[src/rtl/bth_defs.vh]
// constants for the bus termination, halt and reset controller
// assumes a single 50 MHz clock; all counts are in clock periods
`ifndef BTH_DEFS_VH
`define BTH_DEFS_VH

`define BTH_CLK_PERIOD_NS     20
`define BTH_RESET_OUT_CYCLES  124
`define BTH_SYSRST_CYCLES     10
`define BTH_VEC_SSP_ADDR      24'h000000
`define BTH_VEC_PC_ADDR       24'h000004
`define BTH_VEC_BUS_FAULT_IN_ADDR     24'h000008
`define BTH_IPL_RESET         3'h7
`define BTH_FC_SUPER_DATA     3'h5

// synchroniser bit positions
`define BTH_SY_ACK_N          0
`define BTH_SY_FAULT          1
`define BTH_SY_STOP           2
`define BTH_SY_RESET_N        3
`define BTH_SY_BREQ_N         4
`define BTH_SY_BGACK_N        5
`define BTH_SY_WIDTH          6
// idle levels of the synchronised inputs
`define BTH_SY_IDLE           6'h39

`endif

[src/rtl/bth_bus_term.v]
// bus cycle termination, halt/single-step, re-run, double fault and reset control
// assumes pin inputs are asynchronous and that the core holds cyc_req until cyc_done or cyc_err
`timescale 1ns/1ps
`include "bth_defs.vh"

module bth_bus_term #(
	parameter RST_OUT_CYCLES = `BTH_RESET_OUT_CYCLES,
	parameter SYSRST_CYCLES  = `BTH_SYSRST_CYCLES
) (
	input  wire        mclk,
	input  wire        rst_b,
	input  wire        cyc_req,
	input  wire        cyc_write,
	input  wire        cyc_rmw,
	input  wire [23:0] cyc_addr,
	input  wire [15:0] cyc_wdata,
	input  wire [2:0]  cyc_fc,
	input  wire        insn_start,
	input  wire        reset_insn,
	input  wire        transfer_ack_n,
	input  wire        bus_fault_in,
	input  wire        stop_line,
	input  wire        reset_line_in,
	input  wire        bus_req_n,
	input  wire        bus_gack_n,
	input  wire [15:0] data_in,
	output reg         reset_line_out,
	output reg         reset_line_oe_n,
	output reg  [23:0] addr_out,
	output reg         addr_oe_n,
	output reg  [15:0] data_out,
	output reg         data_oe_n,
	output reg  [2:0]  fc_out,
	output reg         rw_out,
	output reg         addr_strobe_n,
	output reg         bus_grant_n,
	output reg         cyc_done,
	output reg         cyc_err,
	output reg  [15:0] cyc_rdata,
	output reg         trap_req,
	output reg  [23:0] trap_addr,
	output reg         halted,
	output reg         dbl_fault,
	output reg  [31:0] supervisor_stack_ptr,
	output reg  [31:0] prog_counter,
	output reg  [2:0]  ipl,
	output reg         boot_done
);

	localparam S_IDLE  = 4'h0;
	localparam S_ADDR  = 4'h1;
	localparam S_WAIT  = 4'h2;
	localparam S_FEXT  = 4'h3;
	localparam S_HALT  = 4'h4;
	localparam S_RERUN = 4'h5;
	localparam S_BUS_FAULT_IN  = 4'h6;
	localparam S_DFLT  = 4'h7;
	localparam S_SYSRS = 4'h8;
	localparam S_RSOUT = 4'h9;

	reg [`BTH_SY_WIDTH-1:0] sy1;
	reg [`BTH_SY_WIDTH-1:0] sy2;
	reg [`BTH_SY_WIDTH-1:0] sy3;
	reg [`BTH_SY_WIDTH-1:0] sy;
	reg [3:0]  state;
	reg        lt_write;
	reg        lt_rmw;
	reg [23:0] lt_addr;
	reg [15:0] lt_wdata;
	reg [2:0]  lt_fc;
	reg        fault_armed;
	reg        booting;
	reg [1:0]  boot_word;
	reg [7:0]  rs_out_cnt;
	reg [3:0]  sysrst_cnt;
	reg        granted;

	wire ack    = ~sy[`BTH_SY_ACK_N];
	wire fault  = sy[`BTH_SY_FAULT];
	wire stop   = sy[`BTH_SY_STOP];
	wire rst_in = ~sy[`BTH_SY_RESET_N];
	wire breq   = ~sy[`BTH_SY_BREQ_N];
	wire bgack  = ~sy[`BTH_SY_BGACK_N];
	wire bus_own = ~granted & ~bgack;
	wire sysrst_hit = (sysrst_cnt == SYSRST_CYCLES[3:0]);

	function [23:0] boot_addr;
		input [1:0] w;
		begin
			boot_addr = w[1] ? (`BTH_VEC_PC_ADDR + {22'h000000, w[0], 1'b0})
				: (`BTH_VEC_SSP_ADDR + {22'h000000, w[0], 1'b0});
		end
	endfunction

	// three-stage synchroniser; a change counts once stages two and three agree
	always @(posedge mclk or negedge rst_b)
	begin
		if (!rst_b)
		begin
			sy1 <= `BTH_SY_IDLE;
			sy2 <= `BTH_SY_IDLE;
			sy3 <= `BTH_SY_IDLE;
			sy  <= `BTH_SY_IDLE;
		end
		else
		begin
			sy1 <= {bus_gack_n, bus_req_n, reset_line_in, stop_line, bus_fault_in,
				transfer_ack_n};
			sy2 <= sy1;
			sy3 <= sy2;
			sy  <= (sy2 & sy3) | (sy & (sy2 | sy3));
		end
	end

	// arbitration grants only while the strobe is high and the state is not S_ADDR, halted or not
	always @(posedge mclk or negedge rst_b)
	begin
		if (!rst_b)
		begin
			granted     <= 1'b0;
			bus_grant_n <= 1'b1;
		end
		else
		begin
			if (breq && addr_strobe_n && state != S_ADDR)
				granted <= 1'b1;
			else if (!breq && !bgack)
				granted <= 1'b0;
			bus_grant_n <= ~(granted & ~bgack & breq);
		end
	end

	// reset line and stop held together for the set count
	always @(posedge mclk or negedge rst_b)
	begin
		if (!rst_b)
			sysrst_cnt <= 4'h0;
		else if (rst_in && stop && reset_line_oe_n)
		begin
			if (!sysrst_hit)
				sysrst_cnt <= sysrst_cnt + 4'h1;
		end
		else
			sysrst_cnt <= 4'h0;
	end

	always @(posedge mclk or negedge rst_b)
	begin
		if (!rst_b)
		begin
			state                <= S_SYSRS;
			lt_write             <= 1'b0;
			lt_rmw               <= 1'b0;
			lt_addr              <= 24'h000000;
			lt_wdata             <= 16'h0000;
			lt_fc                <= 3'h0;
			fault_armed          <= 1'b1;
			booting              <= 1'b1;
			boot_word            <= 2'h0;
			rs_out_cnt           <= 8'h00;
			reset_line_out       <= 1'b1;
			reset_line_oe_n      <= 1'b1;
			addr_out             <= 24'h000000;
			addr_oe_n            <= 1'b1;
			data_out             <= 16'h0000;
			data_oe_n            <= 1'b1;
			fc_out               <= 3'h0;
			rw_out               <= 1'b1;
			addr_strobe_n        <= 1'b1;
			cyc_done             <= 1'b0;
			cyc_err              <= 1'b0;
			cyc_rdata            <= 16'h0000;
			trap_req             <= 1'b0;
			trap_addr            <= 24'h000000;
			halted               <= 1'b0;
			dbl_fault            <= 1'b0;
			supervisor_stack_ptr <= 32'h00000000;
			prog_counter         <= 32'h00000000;
			ipl                  <= `BTH_IPL_RESET;
			boot_done            <= 1'b0;
		end
		else
		begin
			cyc_done  <= 1'b0;
			cyc_err   <= 1'b0;
			trap_req  <= 1'b0;
			boot_done <= 1'b0;
			if (insn_start && !booting)
				fault_armed <= 1'b0;
			if (sysrst_hit)
			begin
				// full reset: abandon any cycle and restart the vector fetch
				state         <= S_SYSRS;
				addr_strobe_n <= 1'b1;
				addr_oe_n     <= 1'b1;
				data_oe_n     <= 1'b1;
				booting       <= 1'b1;
				boot_word     <= 2'h0;
				fault_armed   <= 1'b1;
				ipl           <= `BTH_IPL_RESET;
				halted        <= 1'b1;
				dbl_fault     <= 1'b0;
			end
			else
			begin
				case (state)
				S_SYSRS:
				begin
					if (!rst_in && !stop)
					begin
						halted <= 1'b0;
						state  <= S_IDLE;
					end
				end
				S_IDLE:
				begin
					addr_oe_n <= ~bus_own | stop;
					if (reset_insn && !booting)
					begin
						rs_out_cnt      <= 8'h00;
						reset_line_out  <= 1'b0;
						reset_line_oe_n <= 1'b0;
						state           <= S_RSOUT;
					end
					// a stale acknowledge from the last cycle lengthens the next start
					else if ((booting || cyc_req) && !stop && !ack && bus_own)
					begin
						lt_write <= booting ? 1'b0 : cyc_write;
						lt_rmw   <= booting ? 1'b0 : cyc_rmw;
						lt_addr  <= booting ? boot_addr(boot_word) : cyc_addr;
						lt_wdata <= cyc_wdata;
						lt_fc    <= booting ? `BTH_FC_SUPER_DATA : cyc_fc;
						addr_out <= booting ? boot_addr(boot_word) : cyc_addr;
						fc_out   <= booting ? `BTH_FC_SUPER_DATA : cyc_fc;
						rw_out   <= booting ? 1'b1 : ~cyc_write;
						data_out <= cyc_wdata;
						data_oe_n <= booting | ~cyc_write;
						addr_oe_n <= 1'b0;
						state    <= S_ADDR;
					end
				end
				S_ADDR:
				begin
					addr_strobe_n <= 1'b0;
					state         <= S_WAIT;
				end
				S_WAIT:
				begin
					// fault is looked at on every cycle of the wait
					if (fault && stop && !lt_rmw)
					begin
						addr_strobe_n <= 1'b1;
						addr_oe_n     <= 1'b1;
						data_oe_n     <= 1'b1;
						halted        <= 1'b1;
						state         <= S_RERUN;
					end
					else if (fault && !ack)
						state <= S_FEXT;
					else if (fault)
					begin
						addr_strobe_n <= 1'b1;
						addr_oe_n     <= 1'b1;
						data_oe_n     <= 1'b1;
						state         <= S_BUS_FAULT_IN;
					end
					else if (ack)
					begin
						addr_strobe_n <= 1'b1;
						data_oe_n     <= 1'b1;
						cyc_rdata     <= data_in;
						if (booting)
						begin
							case (boot_word)
							2'h0: supervisor_stack_ptr[31:16] <= data_in;
							2'h1: supervisor_stack_ptr[15:0]  <= data_in;
							2'h2: prog_counter[31:16]         <= data_in;
							default: prog_counter[15:0]       <= data_in;
							endcase
							boot_word <= boot_word + 2'h1;
							if (boot_word == 2'h3)
							begin
								booting   <= 1'b0;
								boot_done <= 1'b1;
							end
						end
						else
							cyc_done <= 1'b1;
						if (stop)
						begin
							addr_oe_n <= 1'b1;
							halted    <= 1'b1;
							state     <= S_HALT;
						end
						else
							state <= S_IDLE;
					end
				end
				S_FEXT:
				begin
					// extra clock for a fault that came without acknowledge
					addr_strobe_n <= 1'b1;
					addr_oe_n     <= 1'b1;
					data_oe_n     <= 1'b1;
					if (stop && !lt_rmw)
					begin
						halted <= 1'b1;
						state  <= S_RERUN;
					end
					else
						state <= S_BUS_FAULT_IN;
				end
				S_RERUN:
				begin
					if (!stop && !fault && !ack)
					begin
						halted    <= 1'b0;
						addr_out  <= lt_addr;
						fc_out    <= lt_fc;
						rw_out    <= ~lt_write;
						data_out  <= lt_wdata;
						data_oe_n <= ~lt_write;
						addr_oe_n <= 1'b0;
						state     <= bus_own ? S_ADDR : S_RERUN;
						if (!bus_own)
							halted <= 1'b1;
					end
				end
				S_BUS_FAULT_IN:
				begin
					// lines float while the fault is still asserted
					if (!fault)
					begin
						if (fault_armed || booting)
						begin
							halted    <= 1'b1;
							dbl_fault <= 1'b1;
							state     <= S_DFLT;
						end
						else
						begin
							fault_armed <= 1'b1;
							cyc_err     <= 1'b1;
							trap_req    <= 1'b1;
							trap_addr   <= `BTH_VEC_BUS_FAULT_IN_ADDR;
							state       <= S_IDLE;
						end
					end
				end
				S_HALT:
				begin
					if (!stop)
					begin
						halted <= 1'b0;
						state  <= S_IDLE;
					end
				end
				S_DFLT:
				begin
					// only a full reset leaves this state
					state <= S_DFLT;
				end
				S_RSOUT:
				begin
					if (rs_out_cnt == RST_OUT_CYCLES[7:0] - 8'h01)
					begin
						reset_line_out  <= 1'b1;
						reset_line_oe_n <= 1'b1;
						cyc_done        <= 1'b1;
						state           <= S_IDLE;
					end
					else
						rs_out_cnt <= rs_out_cnt + 8'h01;
				end
				default:
					state <= S_IDLE;
				endcase
			end
		end
	end

endmodule

[config.mk]
export PLATFORM = sky130hd
export DESIGN_NAME = bth_bus_term
export DESIGN_NICKNAME = d
export VERILOG_FILES = /design/src/rtl/bth_bus_term.v
export VERILOG_INCLUDE_DIRS = /design/src /design/src/rtl
export SDC_FILE = /design/constraint.sdc
export NUM_CORES = 1
export LEC_CHECK = 0
export BUFFER_PORTS_ARGS = -buffer_cell sky130_fd_sc_hd__buf_4
export CAP_MARGIN = 0
export CORE_UTILIZATION = 30
export DETAILED_ROUTE_END_ITERATION = 12
export MAX_ROUTING_LAYER = met4
export PLACE_DENSITY_LB_ADDON = 0.08
export SLEW_MARGIN = 20
export SYNTH_ARGS = -nofsm -noshare
export SYNTH_HDL_FRONTEND = slang
export SYNTH_SLANG_ARGS = --single-unit
[constraint.sdc]
create_clock -name mclk -period 4.2 [get_ports mclk]
set_input_delay 0 -clock mclk [delete_from_list [all_inputs] [get_ports mclk]]
set_output_delay 0 -clock mclk [all_outputs]
set_load 0.005 [all_outputs]
Word level (Yosys, flattened, before mapping) --
Cells that the tools add are included.
Word-level totals: register bits after elaboration 225, input port bits 72, logic and storage cells 284
Cells by class: add/subtract/negate cells 4, equal/unequal tests 43, muxes and demuxes 123, bitwise logic cells 24, reductions and logical operators 54
Operators with widths (count):
- 24-bit two-way mux | 4
- 1-bit two-way mux | 72
- 4-bit two-way mux | 15
- 16-bit two-way mux | 3
- 24-bit case mux with 2 select lines | 1
- 4-bit case mux with 10 select lines | 1
- 16-bit case mux with 2 select lines | 1
- 8-bit AND reduction | 4
- 3-bit inequality test (second input constant) | 9
- 3-bit two-way mux | 7
- 4-bit inequality test (second input constant) | 5
- 2-bit inequality test (second input constant) | 9
- 6-bit AND reduction | 3
- 1-bit logical AND | 17
- 4-bit by 3-bit == test with 1-bit output (second input constant) | 4
- 2-bit two-way mux | 8
- 8-bit two-way mux | 2
- 8-bit case mux with 2 select lines | 1
- 4-bit AND reduction | 4
- 1-bit inverter | 15
- 5-bit AND reduction | 3
- 2-bit nonzero test | 7
- 6-bit bitwise AND | 2
- 4-bit == test (second input constant) | 3
- other kinds (32) | 48

Longest topological paths before layout --
word-level depth 9, gate-level depth with buffers 9, mapped depth without buffers 7

Worst setup path before layout --
Ideal clock, no wire load.
path type reg-to-reg, start point register sy[0], end point register addr_out[10], setup time 0.125 ns, data arrival time 2.281 ns, required time 4.075 ns, path slack 1.794 ns, stages on the path, launching flop included 8, clock period less this slack 2.406 ns, cell sequence dfstp_2 buf_6 or3b_1 and2_4 or4b_1 buf_6 buf_12 mux2_4
Between the ends: longest elaborated chain between the ends 4, elaborated cells on any way between the ends 6
RTL lines:
- start: declaration | RTL line bth_bus_term.v:64 | reg [`BTH_SY_WIDTH-1:0] sy;
- start signal: assignment | RTL line bth_bus_term.v:103 | sy <= `BTH_SY_IDLE;
- start signal: assignment | RTL line bth_bus_term.v:111 | sy <= (sy2 & sy3) | (sy & (sy2 | sy3));
- 1-bit logical AND (2 in a row) | RTL line bth_bus_term.v:226 | else if ((booting || cyc_req) && !stop && !ack && bus_own)
- 2-bit inequality test (no source line)
- 5-bit AND reduction (no source line) (*)
- end signal: assignment | RTL line bth_bus_term.v:233 | addr_out <= booting ? boot_addr(boot_word) : cyc_addr;
- end signal: assignment | RTL line bth_bus_term.v:318 | addr_out <= lt_addr;
- end: declaration | RTL line bth_bus_term.v:29 | output reg [23:0] addr_out,
Every way passes the cells marked *; elsewhere a longest branch is shown, timed or not. A chain may end at the register's enable or synchronous reset.

Final worst setup path --
start point register state[1], end point register prog_counter[15]
Between the ends: longest elaborated chain between the ends 2
RTL lines:
- start: declaration | RTL line bth_bus_term.v:65 | reg [3:0] state;
- start signal: assignment | RTL line bth_bus_term.v:324 | state <= bus_own ? S_ADDR : S_RERUN;
- 4-bit by 2-bit == test with 1-bit output | RTL line bth_bus_term.v:206 | case (state)
- 8-bit AND reduction (no source line)
- end signal: assignment | RTL line bth_bus_term.v:278 | default: prog_counter[15:0] <= data_in;
- end: declaration | RTL line bth_bus_term.v:45 | output reg [31:0] prog_counter,
Every way passes these cells.

==> flow_metrics.py <==
metrics = {
    "worst_setup_path": {
        "worst-path-max-fanout": 23,
        "cp_data_arrival_time_ns": 3.49,
        "end_kind": "flip-flop",
        "crit_path_start": "state[1]",
        "crit_path_start_kind": "flip-flop",
        "worstSetupPathType": "flip-flop to flip-flop",
        "rr_startpoint": "state[1]",
        "cp.required_ns": 4.62,
    },
    "cts": {
        "clk_pin_slew_ns": 0.06,
        "numCtsBuffers": 28,
        "clock-root-buffer": "clkbuf_16",
        "cts_resized": 0,
        "cts_buffer_depth": 3,
        "cts_tree": "built",
        "clkLatencyLatePin_ns": 0.53,
        "clkSinkCount": 225,
        "h-tree-depth": 1,
    },
    "sta": {
        "worstMarginPinSlew_ns": 1.04,
        "skew_ns": 0.0112,
        "slew_headroom_pct": 30.4,
        "setup_viol": 0,
        "rsz0062_at_grt": "false",
        "finalHoldViolations": 0,
        "drv_slew": 0,
        "tns_ns": 0,
        "layout_worst_path_cycle_share_pct": 73.2,
        "period_needed_ns": 3.07,
        "fmax_mhz": 325,
        "setup_ws_ns": 1.13,
    },
    "final_layout": {
        "antenna-diode-count": 0,
        "final_area_um2": 13500,
        "final_layout_size_suffix_gt1_share_pct": 36.6,
        "nets": 1222,
        "syn_to_final_growth_pct": 34.0,
        "utilization_pct": 41.1,
    },
    "status": {
        "outcome": "finished, final reports clean",
    },
    "floorplan": {
        "dieWidth_um": 185,
        "coreArea_um2": 32800,
        "rows": 66,
        "die_h_um": 185,
        "start_util_pct": 30.7,
        "io_pins": 235,
        "die_area_um2": 34300,
    },
    "logic_synthesis": {
        "synthTopCellsByArea": "dfrtp_1 (50%), mux2_2 (9.6%), nand2_1 (7.3%), dfstp_2 (6.5%), mux2_4 (5.8%)",
        "synth_top_cell_area_share_pct": 49.7,
        "ys_ff_latch": 225,
        "ys.flop_type": "dfrtp_1",
        "synth_cells": 874,
        "yosys_warnings": 0,
        "yosysSeqAreaShare_pct": 56.3,
        "synth_area_um2": 10100,
        "syn_avg_cell_area_um2": 11.5,
        "yosysMostFrequentCell": "dfrtp_1",
        "yosysTopAreaCell": "dfrtp_1",
        "synth_common_cells": "dfrtp_1 (200), nand2_1 (196), mux2_2 (86)",
        "synth_cell_type_count": 65,
        "synth_async_sr_flop_share_pct": 100,
        "synth_edf_count": 0,
    },
    "placement": {
        "dp_slack_ns": 1.09,
        "io_buffers": 208,
        "gp_congestion": 0.759,
        "dp_hpwl_um": 16700,
        "place_area_um2": 11900,
    },
    "min_path": {
        "hp-start": "reset_insn",
        "hp-class": "input pin to flip-flop",
    },
    "route": {
        "drc": 0,
        "wl_um": 25800,
        "final_antenna_net_count": 0,
        "routed_via_density": 4.42,
        "detail_route.wl_per_cell_um": 16.1,
        "vias": 7088,
        "drt-pass1-iter-count": 4,
        "drt_iter0_drc": 406,
    },
    "global_routing": {
        "grt_pass1_vias": 7053,
        "grt_overflow_total": 0,
        "track_usage_pct": 15.5,
        "antenna_found_initial": 0,
        "grt_pass1_wl_um": 40300,
        "grt_max_degree": 116,
    },
    "power": {
        "ir_worst_vdd_mv": 0.345,
        "p_per_area_nw_per_um2": 588,
        "p_leak_nw": 6.29,
    },
    "run": {
        "cap_viol_max_count": 0,
    },
}
[routing by layer]
metal | up-vias | share of wire [%] | track usage (%)
met5 | - | 0 | -
met1 | 3415 | 47 | 20.7
met3 | 30 | 5.3 | 3.26
met4 | 0 | 2.2 | 4.46
li1 | 3467 | - | -
met2 | 176 | 46 | 23.6
[where the power goes]
group	internal [mW]	switching, mW	total (mW)
clock	1.39	0.916	2.31
sequential	2.78	0.399	3.18
combinational	1.44	1.01	2.44
[registers in the layout (all words and copies together), names as in the netlist, 6 cells and up]
signal / flops
sy1: 6
supervisor_stack_ptr: 32
prog_counter: 32
data_out: 16
lt_wdata: 16
sy: 6
cyc_rdata: 16
sy3: 6
lt_addr: 24
rs_out_cnt: 8
addr_out: 24
sy2: 6
[metrics by stage]
| stage | hold slack [ns] | instances | power, mW |
|---|---|---|---|
| 2_1_floorplan | -0.296 | 898 | 4.72 |
| 3_3_place_gp | 0.110 | 1485 | 5.63 |
| 3_5_place_dp | 0.110 | 1485 | 5.65 |
| 4_1_cts | 0.0536 | 1603 | 8.08 |
| 5_1_grt | 0.0940 | 1603 | 8.47 |
| 6_report | 0.0806 | 1603 | 7.93 |
[area by class of cell]
class,instances,area (um^2)
tap,442,553
inverter,7,26.3
clock buffer,43,817
fill,3233,19300
sequential,225,5660
clock inverter,6,68.8
multi-input combinational,591,4000
timing repair buffer,289,2360
[layout by cell type, fill, tap and decap left out, drive strengths merged, types with 12 or more instances in the layout]
| master | Yosys | layout |
|---|---|---|
| buf | 42 | 220 |
| dfrtp | 200 | 200 |
| nand2 | 196 | 196 |
| mux2 | 125 | 125 |
| dlygate4sd3 | 0 | 69 |
| o21ai | 67 | 67 |
| clkbuf | 33 | 43 |
| nor2 | 35 | 35 |
| conb | 2 | 26 |
| dfstp | 25 | 25 |
| a21oi | 19 | 19 |
| nand2b | 12 | 12 |
[cell families after synthesis]
group | share of synthesized area [%]
compound gates | 6.52
xor+xnor | 0.783
fa+ha+maj | 1.59
buf+inv | 5.16
flops | 56.3
mux | 15.9
other cells | 0.0746
simple gates | 13.7
[critical path, cell delays in order, from the launching register on]
cell and delay [ns]:
dfrtp_1 0.81, or4b_4 0.58, nor3_4 0.25, and2_4 0.40
nand3_2 0.46, mux2_2 0.44
[what timing repair did]
action,4_1_cts,5_1_grt
setup buffers,0,0
endpoints found under the hold margin,282,0
hold buffers,69,0
endpoints found under the setup margin,0,0
[final timing paths]
kind / cells after the start / end / slack [ns]
setup / recovery: 5 / prog_counter[15] / 1.13
hold reg to reg: 0 / sy2[2] / 0.34
min in group asynchronous: 2 / lt_addr[14] / 0.11
max in group asynchronous: 3 / prog_counter[14] / 2.91
setup reg to reg: 5 / prog_counter[15] / 1.13
hold / removal: 6 / state[3] / 0.08
(Power assumes the default switching activity.)
